==> src/include/bct_pkg.sv <==
// Package: constants, types and register map of the bus clear/trigger block
// Function
// - Universal device clear restores every setting to its power-up default.
// - Universal device clear acts without addressing; all devices clear together.
// - Universal device clear keeps the programmed primary bus address.
// - Selective device clear is honoured only while addressed as listener.
// - Selective device clear reruns power-up and restores default configuration.
// - Group trigger starts a cycle only if selected origin and enabled.
// - Serial poll may run any time; device returns its status byte.
// - Serial poll byte shows whether this device asserts service request.
// - After power-up or clear, EOI enabled and hold-off on execute.
// - After power-up or clear, ASCII with prefix, source only, one line.
// - After power-up or clear, SRQ mask empty; compliance SRQ idle/measure/delay.
// - Power-up and clear keep sweep buffer; only factory init empties it (here reset also empties it).
// - Trigger during a running phase is ignored but flags overrun.
`default_nettype none
package bct_pkg;
    // Register word addresses
    localparam logic [3:0] ADDR_CONFIG  = 4'h0;
    localparam logic [3:0] ADDR_TRIG    = 4'h1;
    localparam logic [3:0] ADDR_SRQMASK = 4'h2;
    localparam logic [3:0] ADDR_STATUS  = 4'h3;
    localparam logic [3:0] ADDR_IRQSTAT = 4'h4;
    localparam logic [3:0] ADDR_IRQMASK = 4'h5;
    localparam logic [3:0] ADDR_ADDRESS = 4'h6;
    localparam logic [3:0] ADDR_SWEEP   = 4'h7;
    localparam logic [3:0] ADDR_CMD     = 4'h8;
    // Bus command codes (low seven bits of a command byte)
    localparam logic [6:0] CMD_DCL = 7'h14;
    localparam logic [6:0] CMD_SDC = 7'h04;
    localparam logic [6:0] CMD_GET = 7'h08;
    localparam logic [6:0] CMD_SPE = 7'h18;
    localparam logic [6:0] CMD_SPD = 7'h19;
    localparam logic [6:0] CMD_UNL = 7'h3f;
    localparam logic [6:0] CMD_UNT = 7'h5f;
    localparam logic [1:0] GRP_LISTEN = 2'h1;
    localparam logic [1:0] GRP_TALK   = 2'h2;
    // Defaults and timing
    localparam logic [4:0] ADDR_RESET    = 5'h10;
    localparam logic [2:0] ORIGIN_GET    = 3'h1;
    localparam logic [7:0] PHASE_CYCLES  = 8'h20;
    localparam logic [3:0] CLEAR_CYCLES  = 4'h8;
    // Interrupt and poll byte bit positions
    localparam int IRQ_CLEAR   = 0;
    localparam int IRQ_TRIG    = 1;
    localparam int IRQ_OVERRUN = 2;
    localparam int IRQ_SPOLL   = 3;
    localparam int SPB_SRQ     = 6;

    // Programmable settings restored by device clear
    typedef struct packed {
        logic       operate;     // 0 = standby
        logic [1:0] function_sel;// 0 = dc
        logic       remote_sense;
        logic       suppress;
        logic       eoi_en;
        logic       holdoff_x;
        logic [1:0] out_items;   // 1 = source value only
        logic [1:0] out_format;  // 0 = ASCII prefix suffix
        logic [1:0] out_lines;   // 0 = one line dc data
        logic [7:0] srq_mask;
        logic [1:0] compl_srq;   // 0 = idle, measure or delay
        logic [2:0] trig_origin;
        logic       trig_en;
    } bct_cfg_s;

    localparam bct_cfg_s CFG_DEFAULT = '{
        operate: 1'b0, function_sel: 2'h0, remote_sense: 1'b0,
        suppress: 1'b0, eoi_en: 1'b1, holdoff_x: 1'b1,
        out_items: 2'h1, out_format: 2'h0, out_lines: 2'h0,
        srq_mask: 8'h00, compl_srq: 2'h0, trig_origin: 3'h0,
        trig_en: 1'b1};

    // Decoded bus command pulses
    typedef struct packed {
        logic dcl;
        logic sdc;
        logic get;
        logic spe;
        logic spd;
    } bct_cmd_s;

    typedef enum logic [1:0] {
        PH_IDLE    = 2'b00,
        PH_SOURCE  = 2'b01,
        PH_DELAY   = 2'b10,
        PH_MEASURE = 2'b11
    } bct_phase_e;
endpackage
`default_nettype wire

==> src/logic/bct_decode.sv <==
// Bus command decoder and talker/listener addressing state
`timescale 1ns/1ps
`default_nettype none
module bct_decode
    import bct_pkg::*;
(
    input  wire logic           clk_in,
    input  wire logic           rst_n_in,
    input  wire logic           cmd_valid_in,
    input  wire logic [7:0]     cmd_byte_in,
    input  wire logic [4:0]     my_addr_in,
    output bct_pkg::bct_cmd_s   cmd_out,
    output logic                listener_out,
    output logic                talker_out
);
    import bct_pkg::*;

    wire logic [6:0] code     = cmd_byte_in[6:0];
    wire logic       is_mla   = code == {GRP_LISTEN, my_addr_in};
    wire logic       is_mta   = code == {GRP_TALK, my_addr_in};
    wire logic       oth_lst  = code[6:5] == GRP_LISTEN && !is_mla
                                && code != CMD_UNL;
    wire logic       oth_tlk  = code[6:5] == GRP_TALK && !is_mta
                                && code != CMD_UNT;

    // Universal commands need no address; addressed ones need listener
    always_comb
    begin
        cmd_out.dcl = cmd_valid_in && code == CMD_DCL;
        cmd_out.sdc = cmd_valid_in && code == CMD_SDC
                      && listener_out;
        cmd_out.get = cmd_valid_in && code == CMD_GET && listener_out;
        cmd_out.spe = cmd_valid_in && code == CMD_SPE;
        cmd_out.spd = cmd_valid_in && code == CMD_SPD;
    end

    // Listener follows own listen address until unlisten or own talk
    always_ff @(posedge clk_in or negedge rst_n_in)
    begin
        if (!rst_n_in)
        begin
            listener_out <= 1'b0;
            talker_out   <= 1'b0;
        end
        else if (cmd_valid_in)
        begin
            if (is_mla)
                listener_out <= 1'b1;
            else if (code == CMD_UNL || is_mta)
                listener_out <= 1'b0;
            if (is_mta)
                talker_out <= 1'b1;
            else if (code == CMD_UNT || is_mla || oth_tlk)
                talker_out <= 1'b0;
        end
    end

    wire logic unused_ok = oth_lst;
endmodule
`default_nettype wire

==> src/logic/bct_phase.sv <==
// Source-delay-measure phase sequencer with overrun detection
`timescale 1ns/1ps
`default_nettype none
module bct_phase
    import bct_pkg::*;
#(
    parameter logic [7:0] PHASE_LEN = PHASE_CYCLES
)
(
    input  wire logic           clk_in,
    input  wire logic           rst_n_in,
    input  wire logic           abort_in,
    input  wire logic           trig_in,
    output bct_pkg::bct_phase_e phase_out,
    output logic                start_out,
    output logic                overrun_out
);
    import bct_pkg::*;

    logic [7:0]  count;
    bct_phase_e  next_phase;
    wire logic   busy = phase_out != PH_IDLE;
    wire logic   done = count == PHASE_LEN - 8'h01;

    // A trigger while busy is dropped and only flagged
    assign start_out   = trig_in && !busy;
    assign overrun_out = trig_in && busy;

    always_comb
    begin
        next_phase = phase_out;
        case (phase_out)
            PH_IDLE:    if (start_out) next_phase = PH_SOURCE;
            PH_SOURCE:  if (done) next_phase = PH_DELAY;
            PH_DELAY:   if (done) next_phase = PH_MEASURE;
            PH_MEASURE: if (done) next_phase = PH_IDLE;
            default:    next_phase = PH_IDLE;
        endcase
    end

    // Each phase lasts a fixed count; clear aborts the cycle
    always_ff @(posedge clk_in or negedge rst_n_in)
    begin
        if (!rst_n_in)
        begin
            phase_out <= PH_IDLE;
            count     <= 8'h00;
        end
        else if (abort_in)
        begin
            phase_out <= PH_IDLE;
            count     <= 8'h00;
        end
        else
        begin
            phase_out <= next_phase;
            count     <= (next_phase != phase_out) ? 8'h00 : count + 8'h01;
        end
    end
endmodule
`default_nettype wire

==> src/logic/bct_top.sv <==
// Device-side bus clear, group trigger and serial poll handling
`timescale 1ns/1ps
`default_nettype none
module bct_top
    import bct_pkg::*;
(
    input  wire logic        mclk_in,
    input  wire logic        rst_n_in,
    // Avalon-MM slave
    input  wire logic [3:0]  avs_address_in,
    input  wire logic        avs_read_in,
    input  wire logic        avs_write_in,
    input  wire logic [31:0] avs_writedata_in,
    output logic [31:0]      avs_readdata_out,
    output logic             avs_waitrequest_out,
    // Bus command byte stream (ATN true)
    input  wire logic        cmd_valid_in,
    input  wire logic [7:0]  cmd_byte_in,
    // Device status inputs
    input  wire logic [5:0]  dev_status_in,
    input  wire logic        factory_init_in,
    // Outputs
    output logic             srq_out,
    output logic [7:0]       spoll_byte_out,
    output logic             spoll_active_out,
    output logic             listener_out,
    output logic             talker_out,
    output logic             clearing_out,
    output logic [1:0]       phase_out,
    output logic             irq_out
);
    import bct_pkg::*;

    logic [1:0]  rst_sync;
    wire  logic  rst_n = rst_sync[1];
    bct_cfg_s    cfg;
    logic [4:0]  my_addr;
    logic [7:0]  sweep_buf;
    logic [3:0]  irq_stat;
    logic [3:0]  irq_mask;
    logic [3:0]  clr_cnt;
    logic        spoll_mode;
    logic        rd_ack;
    bct_cmd_s    cmd;
    bct_phase_e  phase;
    logic        start;
    logic        overrun;

    // Reset release through two flops
    always_ff @(posedge mclk_in or negedge rst_n_in)
    begin
        if (!rst_n_in)
            rst_sync <= 2'b00;
        else
            rst_sync <= {rst_sync[0], 1'b1};
    end

    bct_decode bct_decode_inst (
        .clk_in       (mclk_in),
        .rst_n_in     (rst_n),
        .cmd_valid_in (cmd_valid_in),
        .cmd_byte_in  (cmd_byte_in),
        .my_addr_in   (my_addr),
        .cmd_out      (cmd),
        .listener_out (listener_out),
        .talker_out   (talker_out)
    );

    // Both clears act alike once accepted
    wire logic dev_clear = cmd.dcl | cmd.sdc;
    // Trigger qualified by origin and enable, else no effect at all
    wire logic get_trig  = cmd.get && cfg.trig_en
                           && cfg.trig_origin == ORIGIN_GET;
    wire logic sw_trig   = avs_write_in && !avs_waitrequest_out
                           && avs_address_in == ADDR_CMD
                           && avs_writedata_in[0];

    bct_phase bct_phase_inst (
        .clk_in      (mclk_in),
        .rst_n_in    (rst_n),
        .abort_in    (dev_clear),
        .trig_in     (get_trig | sw_trig),
        .phase_out   (phase),
        .start_out   (start),
        .overrun_out (overrun)
    );
    assign phase_out = phase;

    // Bus write decode
    wire logic wr     = avs_write_in && !avs_waitrequest_out;
    wire logic wr_cfg = wr && avs_address_in == ADDR_CONFIG;
    wire logic wr_trg = wr && avs_address_in == ADDR_TRIG;
    wire logic wr_srq = wr && avs_address_in == ADDR_SRQMASK;
    wire logic wr_ist = wr && avs_address_in == ADDR_IRQSTAT;
    wire logic wr_imk = wr && avs_address_in == ADDR_IRQMASK;
    wire logic wr_adr = wr && avs_address_in == ADDR_ADDRESS;
    wire logic wr_swp = wr && avs_address_in == ADDR_SWEEP;

    // Settings: clear beats software write, restores all defaults
    always_ff @(posedge mclk_in or negedge rst_n)
    begin
        if (!rst_n)
            cfg <= CFG_DEFAULT;
        else if (dev_clear)
            cfg <= CFG_DEFAULT;
        else
        begin
            // Config word is the top thirteen bits of the settings struct
            if (wr_cfg)
                cfg[26:14] <= avs_writedata_in[12:0];
            if (wr_srq)
            begin
                cfg.srq_mask  <= avs_writedata_in[7:0];
                cfg.compl_srq <= avs_writedata_in[9:8];
            end
            if (wr_trg)
            begin
                cfg.trig_origin <= avs_writedata_in[2:0];
                cfg.trig_en     <= avs_writedata_in[3];
            end
        end
    end

    // Address and sweep data survive any device clear
    always_ff @(posedge mclk_in or negedge rst_n)
    begin
        if (!rst_n)
        begin
            my_addr   <= ADDR_RESET;
            sweep_buf <= 8'h00;
        end
        else
        begin
            if (wr_adr)
                my_addr <= avs_writedata_in[4:0];
            if (factory_init_in)
                sweep_buf <= 8'h00;
            else if (wr_swp)
                sweep_buf <= avs_writedata_in[7:0];
        end
    end

    // Clear sequence busy indicator and serial poll mode
    always_ff @(posedge mclk_in or negedge rst_n)
    begin
        if (!rst_n)
        begin
            clr_cnt    <= 4'h0;
            spoll_mode <= 1'b0;
        end
        else
        begin
            if (dev_clear)
                clr_cnt <= CLEAR_CYCLES;
            else if (clr_cnt != 4'h0)
                clr_cnt <= clr_cnt - 4'h1;
            if (cmd.spe)
                spoll_mode <= 1'b1;
            else if (cmd.spd)
                spoll_mode <= 1'b0;
        end
    end
    assign clearing_out = clr_cnt != 4'h0;

    // Service request from masked status; reported in poll byte bit 6
    wire logic [7:0] srq_src = {2'b00, dev_status_in};
    wire logic       srq_req = |(srq_src & cfg.srq_mask);
    wire logic [7:0] spb     = {1'b0, srq_req, dev_status_in};

    always_ff @(posedge mclk_in or negedge rst_n)
    begin
        if (!rst_n)
        begin
            srq_out          <= 1'b0;
            spoll_byte_out   <= 8'h00;
            spoll_active_out <= 1'b0;
        end
        else
        begin
            srq_out          <= srq_req;
            spoll_byte_out   <= spb;
            spoll_active_out <= spoll_mode && talker_out;
        end
    end

    // Sticky events: set wins over write-one-to-clear
    wire logic [3:0] irq_set = {cmd.spe, overrun, start, dev_clear};
    always_ff @(posedge mclk_in or negedge rst_n)
    begin
        if (!rst_n)
        begin
            irq_stat <= 4'h0;
            irq_mask <= 4'h0;
        end
        else
        begin
            irq_stat <= (irq_stat & ~(wr_ist ? avs_writedata_in[3:0] : 4'h0))
                        | irq_set;
            if (wr_imk)
                irq_mask <= avs_writedata_in[3:0];
        end
    end
    assign irq_out = |(irq_stat & irq_mask);

    // Read mux; unmapped addresses read zero
    logic [31:0] rd_mux;
    always_comb
    begin
        case (avs_address_in)
            ADDR_CONFIG:  rd_mux = {19'h0, cfg[26:14]};
            ADDR_TRIG:    rd_mux = {28'h0, cfg.trig_en, cfg.trig_origin};
            ADDR_SRQMASK: rd_mux = {22'h0, cfg.compl_srq, cfg.srq_mask};
            ADDR_STATUS:  rd_mux = {19'h0, clearing_out, listener_out,
                                    talker_out, phase, spb};
            ADDR_IRQSTAT: rd_mux = {28'h0, irq_stat};
            ADDR_IRQMASK: rd_mux = {28'h0, irq_mask};
            ADDR_ADDRESS: rd_mux = {27'h0, my_addr};
            ADDR_SWEEP:   rd_mux = {24'h0, sweep_buf};
            default:      rd_mux = 32'h0;
        endcase
    end

    // Reads take one wait cycle; writes complete at once
    assign avs_waitrequest_out = avs_read_in && !rd_ack;
    always_ff @(posedge mclk_in or negedge rst_n)
    begin
        if (!rst_n)
        begin
            rd_ack           <= 1'b0;
            avs_readdata_out <= 32'h0;
        end
        else
        begin
            rd_ack <= avs_read_in && !rd_ack;
            if (avs_read_in && !rd_ack)
                avs_readdata_out <= rd_mux;
        end
    end
endmodule
`default_nettype wire

==> config.mk <==
export PLATFORM = sky130hd
export DESIGN_NAME = bct_top
export DESIGN_NICKNAME = d
export VERILOG_FILES = /design/src/include/bct_pkg.sv /design/src/logic/bct_decode.sv /design/src/logic/bct_phase.sv /design/src/logic/bct_top.sv
export SDC_FILE = /design/constraint.sdc
export NUM_CORES = 1
export LEC_CHECK = 0
export BUFFER_PORTS_ARGS = -buffer_cell sky130_fd_sc_hd__buf_2
export CORE_AREA = 2 2 90 92
export CTS_BUF_LIST = sky130_fd_sc_hd__clkbuf_2 sky130_fd_sc_hd__clkbuf_4 sky130_fd_sc_hd__clkbuf_8
export CTS_CLUSTER_SIZE = 12
export DETAILED_ROUTE_END_ITERATION = 16
export DIE_AREA = 0 0 92 94
export HOLD_SLACK_MARGIN = 0.06
export PLACE_DENSITY = 0.87
export SLEW_MARGIN = 10
export SYNTH_ARGS = -nofsm -noshare
export SYNTH_HDL_FRONTEND = slang
export SYNTH_SLANG_ARGS = --single-unit
export TNS_END_PERCENT = 100
==> constraint.sdc <==
create_clock -name mclk_in -period 6.35 [get_ports mclk_in]
set_clock_uncertainty 0.1 [all_clocks]
set_input_delay 0 -clock mclk_in [delete_from_list [all_inputs] [get_ports mclk_in]]
set_output_delay 0 -clock mclk_in [all_outputs]
set_load 0.02 [all_outputs]
* Word-level counts from Yosys, hierarchy flattened
Index checks and enable logic that the tools add are counted.
Word-level totals: word-level logic and storage cells 135, memories kept 0, register bits after elaboration 109, latch bits 0, output and inout port bits 49, memory bits (writable) 0, bits of input ports 56, ROM bits 0
Operators by class: reductions and logical operators 48, eq/ne operators 25, add/subtract/negate cells 2, magnitude comparators 0, $mul 0, muxes and demuxes 24, bitwise operators 7, div/mod/pow operators 0, shift operators 0
Operators by type and width (count):
- 13-bit one-hot mux with 8 select lines | 1
- 8-bit 2-to-1 mux | 4
- 27-bit 2-to-1 mux | 1
- 1-bit logical AND | 25
- 7-bit by 5-bit equality test with 1-bit output, second input constant | 3
- 2-bit nonzero test | 9
- 4-bit by 3-bit equality test with 1-bit output, second input constant | 4
- 4-bit 2-to-1 mux | 4
- 13-bit 2-to-1 mux | 1
- 10-bit 2-to-1 mux | 1
- 2-bit 2-to-1 mux | 5
- 8-bit by 1-bit adder with 8-bit output, second input constant | 1
- 4-bit bitwise AND | 2
- 6-bit by 8-bit bitwise AND with 8-bit output | 1
- 4-bit by 2-bit equality test with 1-bit output, second input constant | 2
- 8-bit by 5-bit equality test with 1-bit output, second input constant | 1
- 2-bit one-hot mux with 4 select lines | 1
- 8-bit OR reduction | 1
- 7-bit by 3-bit equality test with 1-bit output, second input constant | 1
- 7-bit by 4-bit equality test with 1-bit output, second input constant | 1
- 7-bit by 6-bit equality test with 1-bit output | 1
- 7-bit by 6-bit equality test with 1-bit output, second input constant | 1
- 7-bit equality test | 1
- 7-bit equality test, second input constant | 1
- other kinds (19) | 33

* Logic depth before layout (Yosys ltp)
depth after elaboration 13, mapped depth 7, depth with buffers taken out 5

* Modules after synthesis
A second synthesis with hierarchy kept.
Unflattened totals: cell total of the unflattened synthesis 401, area, all modules 4420.5 µm²
Modules (own cells, without submodules):
- bct_top | cells an instance 315, area each 3654.8 µm², instances 1
- bct_phase | cells an instance 50, area each 500.5 µm², instances 1
- bct_decode | cells an instance 36, area each 265.3 µm², instances 1

* Least setup slack after synthesis
OpenSTA, ideal clock, no wires.
path kind register -> register, start register clr_cnt[0], end register avs_readdata_out[12], path buffers 1, setup time 126 ps, arrival 1603 ps, slack 4521 ps, stages on the path, launching flop included 7, cell sequence dfrtp_1 > inv_1 > ha_1 > or3b_2 > clkbuf_1 > a221oi_1 > nor2_1
Between the ends: longest elaborated chain between the ends 2
RTL lines:
- start: declaration | line bct_top.sv:41 | logic [3:0] clr_cnt;
- start signal: assignment | line bct_top.sv:156 | clr_cnt <= clr_cnt - 4'h1;
- 4-bit nonzero test | line bct_top.sv:163 | assign clearing_out = clr_cnt != 4'h0;
- named net clearing_out | line bct_top.sv:28 | output logic clearing_out,
- 13-bit one-hot mux with 8 select lines | line bct_top.sv:209 | case (avs_address_in)
- end signal: assignment | line bct_top.sv:236 | avs_readdata_out <= rd_mux;
- end: declaration | line bct_top.sv:14 | output logic [31:0] avs_readdata_out,
The timed path passes the listed nets, and every way through them passes these cells. A chain may end at the register's enable or synchronous reset.

* Worst setup path after layout
start input cmd_byte_in[1], end register spoll_mode
Between the ends: longest elaborated chain between the ends 3, elaborated cells on any way between the ends 6, those cells by class 2 x eq/ne; 1 x mux; 3 x reduce/logical
RTL lines:
- start: declaration | line bct_top.sv:18 | input wire logic [7:0] cmd_byte_in,
- 7-bit by 5-bit equality test with 1-bit output, on equally long branches | line bct_decode.sv:33, bct_decode.sv:34
- 1-bit logical AND, on equally long branches | line bct_decode.sv:33, bct_decode.sv:34
- 1-bit 2-to-1 mux or 2-bit nonzero test (tied branches)
- end signal: assignment | line bct_top.sv:149 | spoll_mode <= 1'b0;
- end signal: assignment | line bct_top.sv:158 | spoll_mode <= 1'b1;
- end signal: assignment | line bct_top.sv:160 | spoll_mode <= 1'b0;
- end: declaration | line bct_top.sv:42 | logic spoll_mode;
Several ways; a longest one is shown, not always the timed one.

==> results.py <==
metrics = {
    "logic_synthesis": {
        "ys_seq_area_frac": 0.499,
        "async_flop_share": 1.00,
        "synth_top_flop_cell": "dfrtp_1",
        "synth_edf_count": 0,
        "postSynthCellCount": 398,
        "synth_cell_types": 67,
        "yosysWarnings": 0,
        "synth.avg_cell_area_um2": 11.3,
        "synth.cell_area_mm2": 0.00448,
        "synth_seq_cells": 89,
    },
    "floorplan": {
        "initial_core_util": 0.589,
        "die_y_um": 94,
        "dieArea_mm2": 0.00865,
        "io_pins": 105,
        "fp-row-count": 32,
        "coreArea_mm2": 0.00761,
        "fp.dieW_um": 92,
    },
    "cells_and_area": {
        "layout-drive-gt1-share": 0.240,
        "syn_to_final_growth_pct": 19.6,
        "n_antenna_cell": 0,
        "final_cell_mix": "dfrtp_1, buf_2, nor2_1",
        "final_common_cell": "dfrtp_1",
        "num-fill-cells": 543,
        "final_nets": 548,
    },
    "setup_path": {
        "cp.required_ns": 6.50,
        "path_common_cell": "dlygate4sd3_1",
        "crit_slowest_cell": "dlygate4sd3_1",
        "critPathLaunchType": "input pin",
        "crit_family": "buffers and inverters",
        "crit_chain": "dlygate4sd3_1, buf_2, nor3b_1, dlygate4sd3_1, nand4b_1, dlygate4sd3_1, a21o_1",
        "path_max_fanout": 4,
        "max_stage_delay_ns": 0.63,
        "crit_type": "input pin to register",
        "worstPathArrival_ns": 2.58,
        "worst-path-buf-inv": 4,
        "setup.worst_path.end_class": "register",
    },
    "pwr": {
        "vdd_drop_max_v": 0.000171,
        "p_per_area_mw_per_mm2": 315,
        "leakage_nw": 2.70,
    },
    "min_path": {
        "min_path_type": "input pin to register",
    },
    "timing": {
        "fin_ws_ns": 3.92,
        "fin_crit_ns": 2.43,
        "hold_viol": 0,
        "rsz0062_at_grt": "false",
        "maxSlewHeadroom": 0.277,
        "finalSetupViolCount": 0,
        "fmaxAchievable_mhz": 412,
        "tns_ns": 0,
        "slew_violations": 0,
        "tightest_slew_ns": 1.08,
        "period_share": 0.382,
    },
    "clock_network": {
        "root_buffer": "clkbuf_8",
        "cts_tree": "yes",
        "clkTransAtPathRegs_ns": 0.09,
        "cts_num_sinks": 89,
        "cts.repair.resized": 0,
        "ctsHtreeMaxLevel": 3,
        "ctsLongestPathBuffers": 2,
        "numCtsBuffers": 9,
        "cts-hold-fix-buffers": 38,
        "post_cts_buffers": 0,
        "worstSkewPairLatency_ns": 0.37,
    },
    "routing": {
        "firstDrtPassIters": 5,
        "drcViolationCount": 0,
        "wl_met2_um": 5240,
        "met1_length_um": 4530,
        "drt-wirelength-per-cell_um": 17.9,
        "viasPerCell": 5.80,
        "top_layer": "met4",
        "vias": 3464,
        "initialDrtViolationCount": 235,
        "dr_wl_met3_um": 718,
        "routed_wl_um": 10700,
        "antenna_left": 0,
    },
    "place": {
        "pre_cts_slack_ns": 4.07,
        "hpwl_um": 6800,
        "gp_congestion": 0.868,
        "portBuffers": 64,
    },
    "global_route": {
        "grt_pass1_wl_um": 17300,
        "grt_overflow": 0,
        "grt_pass1_vias": 3524,
        "antenna_found_initial": 0,
        "track_usage": 0.258,
        "grt_max_degree": 88,
    },
    "outcome": {
        "outcome": "complete, no violations",
    },
    "flow_run": {
        "maxCapViolCount": 0,
    },
}
==> final timing paths <==
path / from / end / slack (ns) / cells past startpoint
max in group asynchronous: rst_sync[1]$_DFF_PN0_ / cfg[10]$_DFFE_PN0P_ / 5.02 / 0
min in group asynchronous: rst_n_in / rst_sync[1]$_DFF_PN0_ / 0.38 / 3
max reg2reg: rd_ack$_DFF_PN0_ / cfg[10]$_DFFE_PN0P_ / 4.09 / 5
min reg2reg: rst_sync[0]$_DFF_PN0_ / rst_sync[1]$_DFF_PN0_ / 0.27 / 0
min: avs_write_in / irq_stat[1]$_DFF_PN0_ / 0.08 / 5
max: cmd_byte_in[1] / spoll_mode$_DFFE_PN0P_ / 3.92 / 7
==> metal layers <==
layer	track usage	vias to the layer above
met5	0	-
met3	0.0586	19
met1	0.343	1710
met4	0.0871	0
li1	-	1580
met2	0.420	155
==> flip-flops by register name (all words and copies together), names as in the netlist <==
signal	flops
bct_phase_inst.phase_out	2
cfg	27
avs_readdata_out	13
spoll_byte_out	7
bct_phase_inst.count	8
bct_decode_inst.talker_out	1
irq_stat	4
bct_decode_inst.listener_out	1
irq_mask	4
spoll_active_out	1
clr_cnt	4
my_addr	5
spoll_mode	1
sweep_buf	8
rd_ack	1
rst_sync	2
==> cell families after synthesis <==
logic type | count (synthesis) | share of synthesized area
adders and majority gates | 2 | 0.00559
DFF | 89 | 0.499
xor gates and xnor gates | 13 | 0.0254
muxes | 52 | 0.126
AOI/OAI and AO/OA | 61 | 0.106
other | 2 | 0.00168
buffers and inverters | 46 | 0.0654
and+or+nand+nor | 133 | 0.171
==> cell type report <==
class                           instances  area, µm²  share of cell area
Clock buffer                            9        124              0.0231
Clock inverter                          7        119              0.0222
Inverter                                5       18.8             0.00350
Multi-Input combinational cell        282       2020               0.378
Sequential cell                        89       2240               0.417
Tap cell                              102        128              0.0238
Timing Repair Buffer                  103        708               0.132
==> report_power, final <==
part	switching, mW	internal [mW]
registers	0.109	0.693
logic	0.223	0.195
clock network	0.208	0.261
total	0.540	1.15
==> through the flow <==
step	utilization	area, µm²	instances	power, mW	hold WS (ns)
3_3_place_gp	0.623	4740	543	1.18	-0.315
3_5_place_dp	0.623	4740	543	1.20	-0.312
4_1_cts	0.704	5360	597	1.68	0.0634
5_1_grt	0.704	5360	597	1.78	0.0818
2_1_floorplan	-	4550	417	1.09	-0.396
6_report	0.704	5360	597	1.69	0.0801
==> cell usage after synthesis, types with 5 or more instances <==
master / n / area [µm²]
a21o_1: 5 / 37.5
a21oi_1: 6 / 30.0
a22o_1: 13 / 114
a22oi_1: 7 / 52.6
buf_2: 11 / 55.1
buf_4: 24 / 180
dfrtp_1: 84 / 2100
dfstp_2: 5 / 131
mux2_2: 15 / 169
mux2i_1: 34 / 340
nand2_1: 20 / 75.1
nand3_1: 13 / 65.1
nor2_1: 42 / 158
nor3_1: 10 / 50.1
nor3b_1: 5 / 37.5
o21ai_0: 7 / 35.0
xor2_1: 11 / 96.3
==> worst register-to-register path, cell delays in order (launching register included) <==
cell	delay (ns)
dfrtp_1	0.33
nand2b_1	0.09
buf_4	0.30
nand4b_1	0.76
mux2i_1	0.45
nor2_1	0.07
Note: power is estimated with default switching activity, not from simulation.
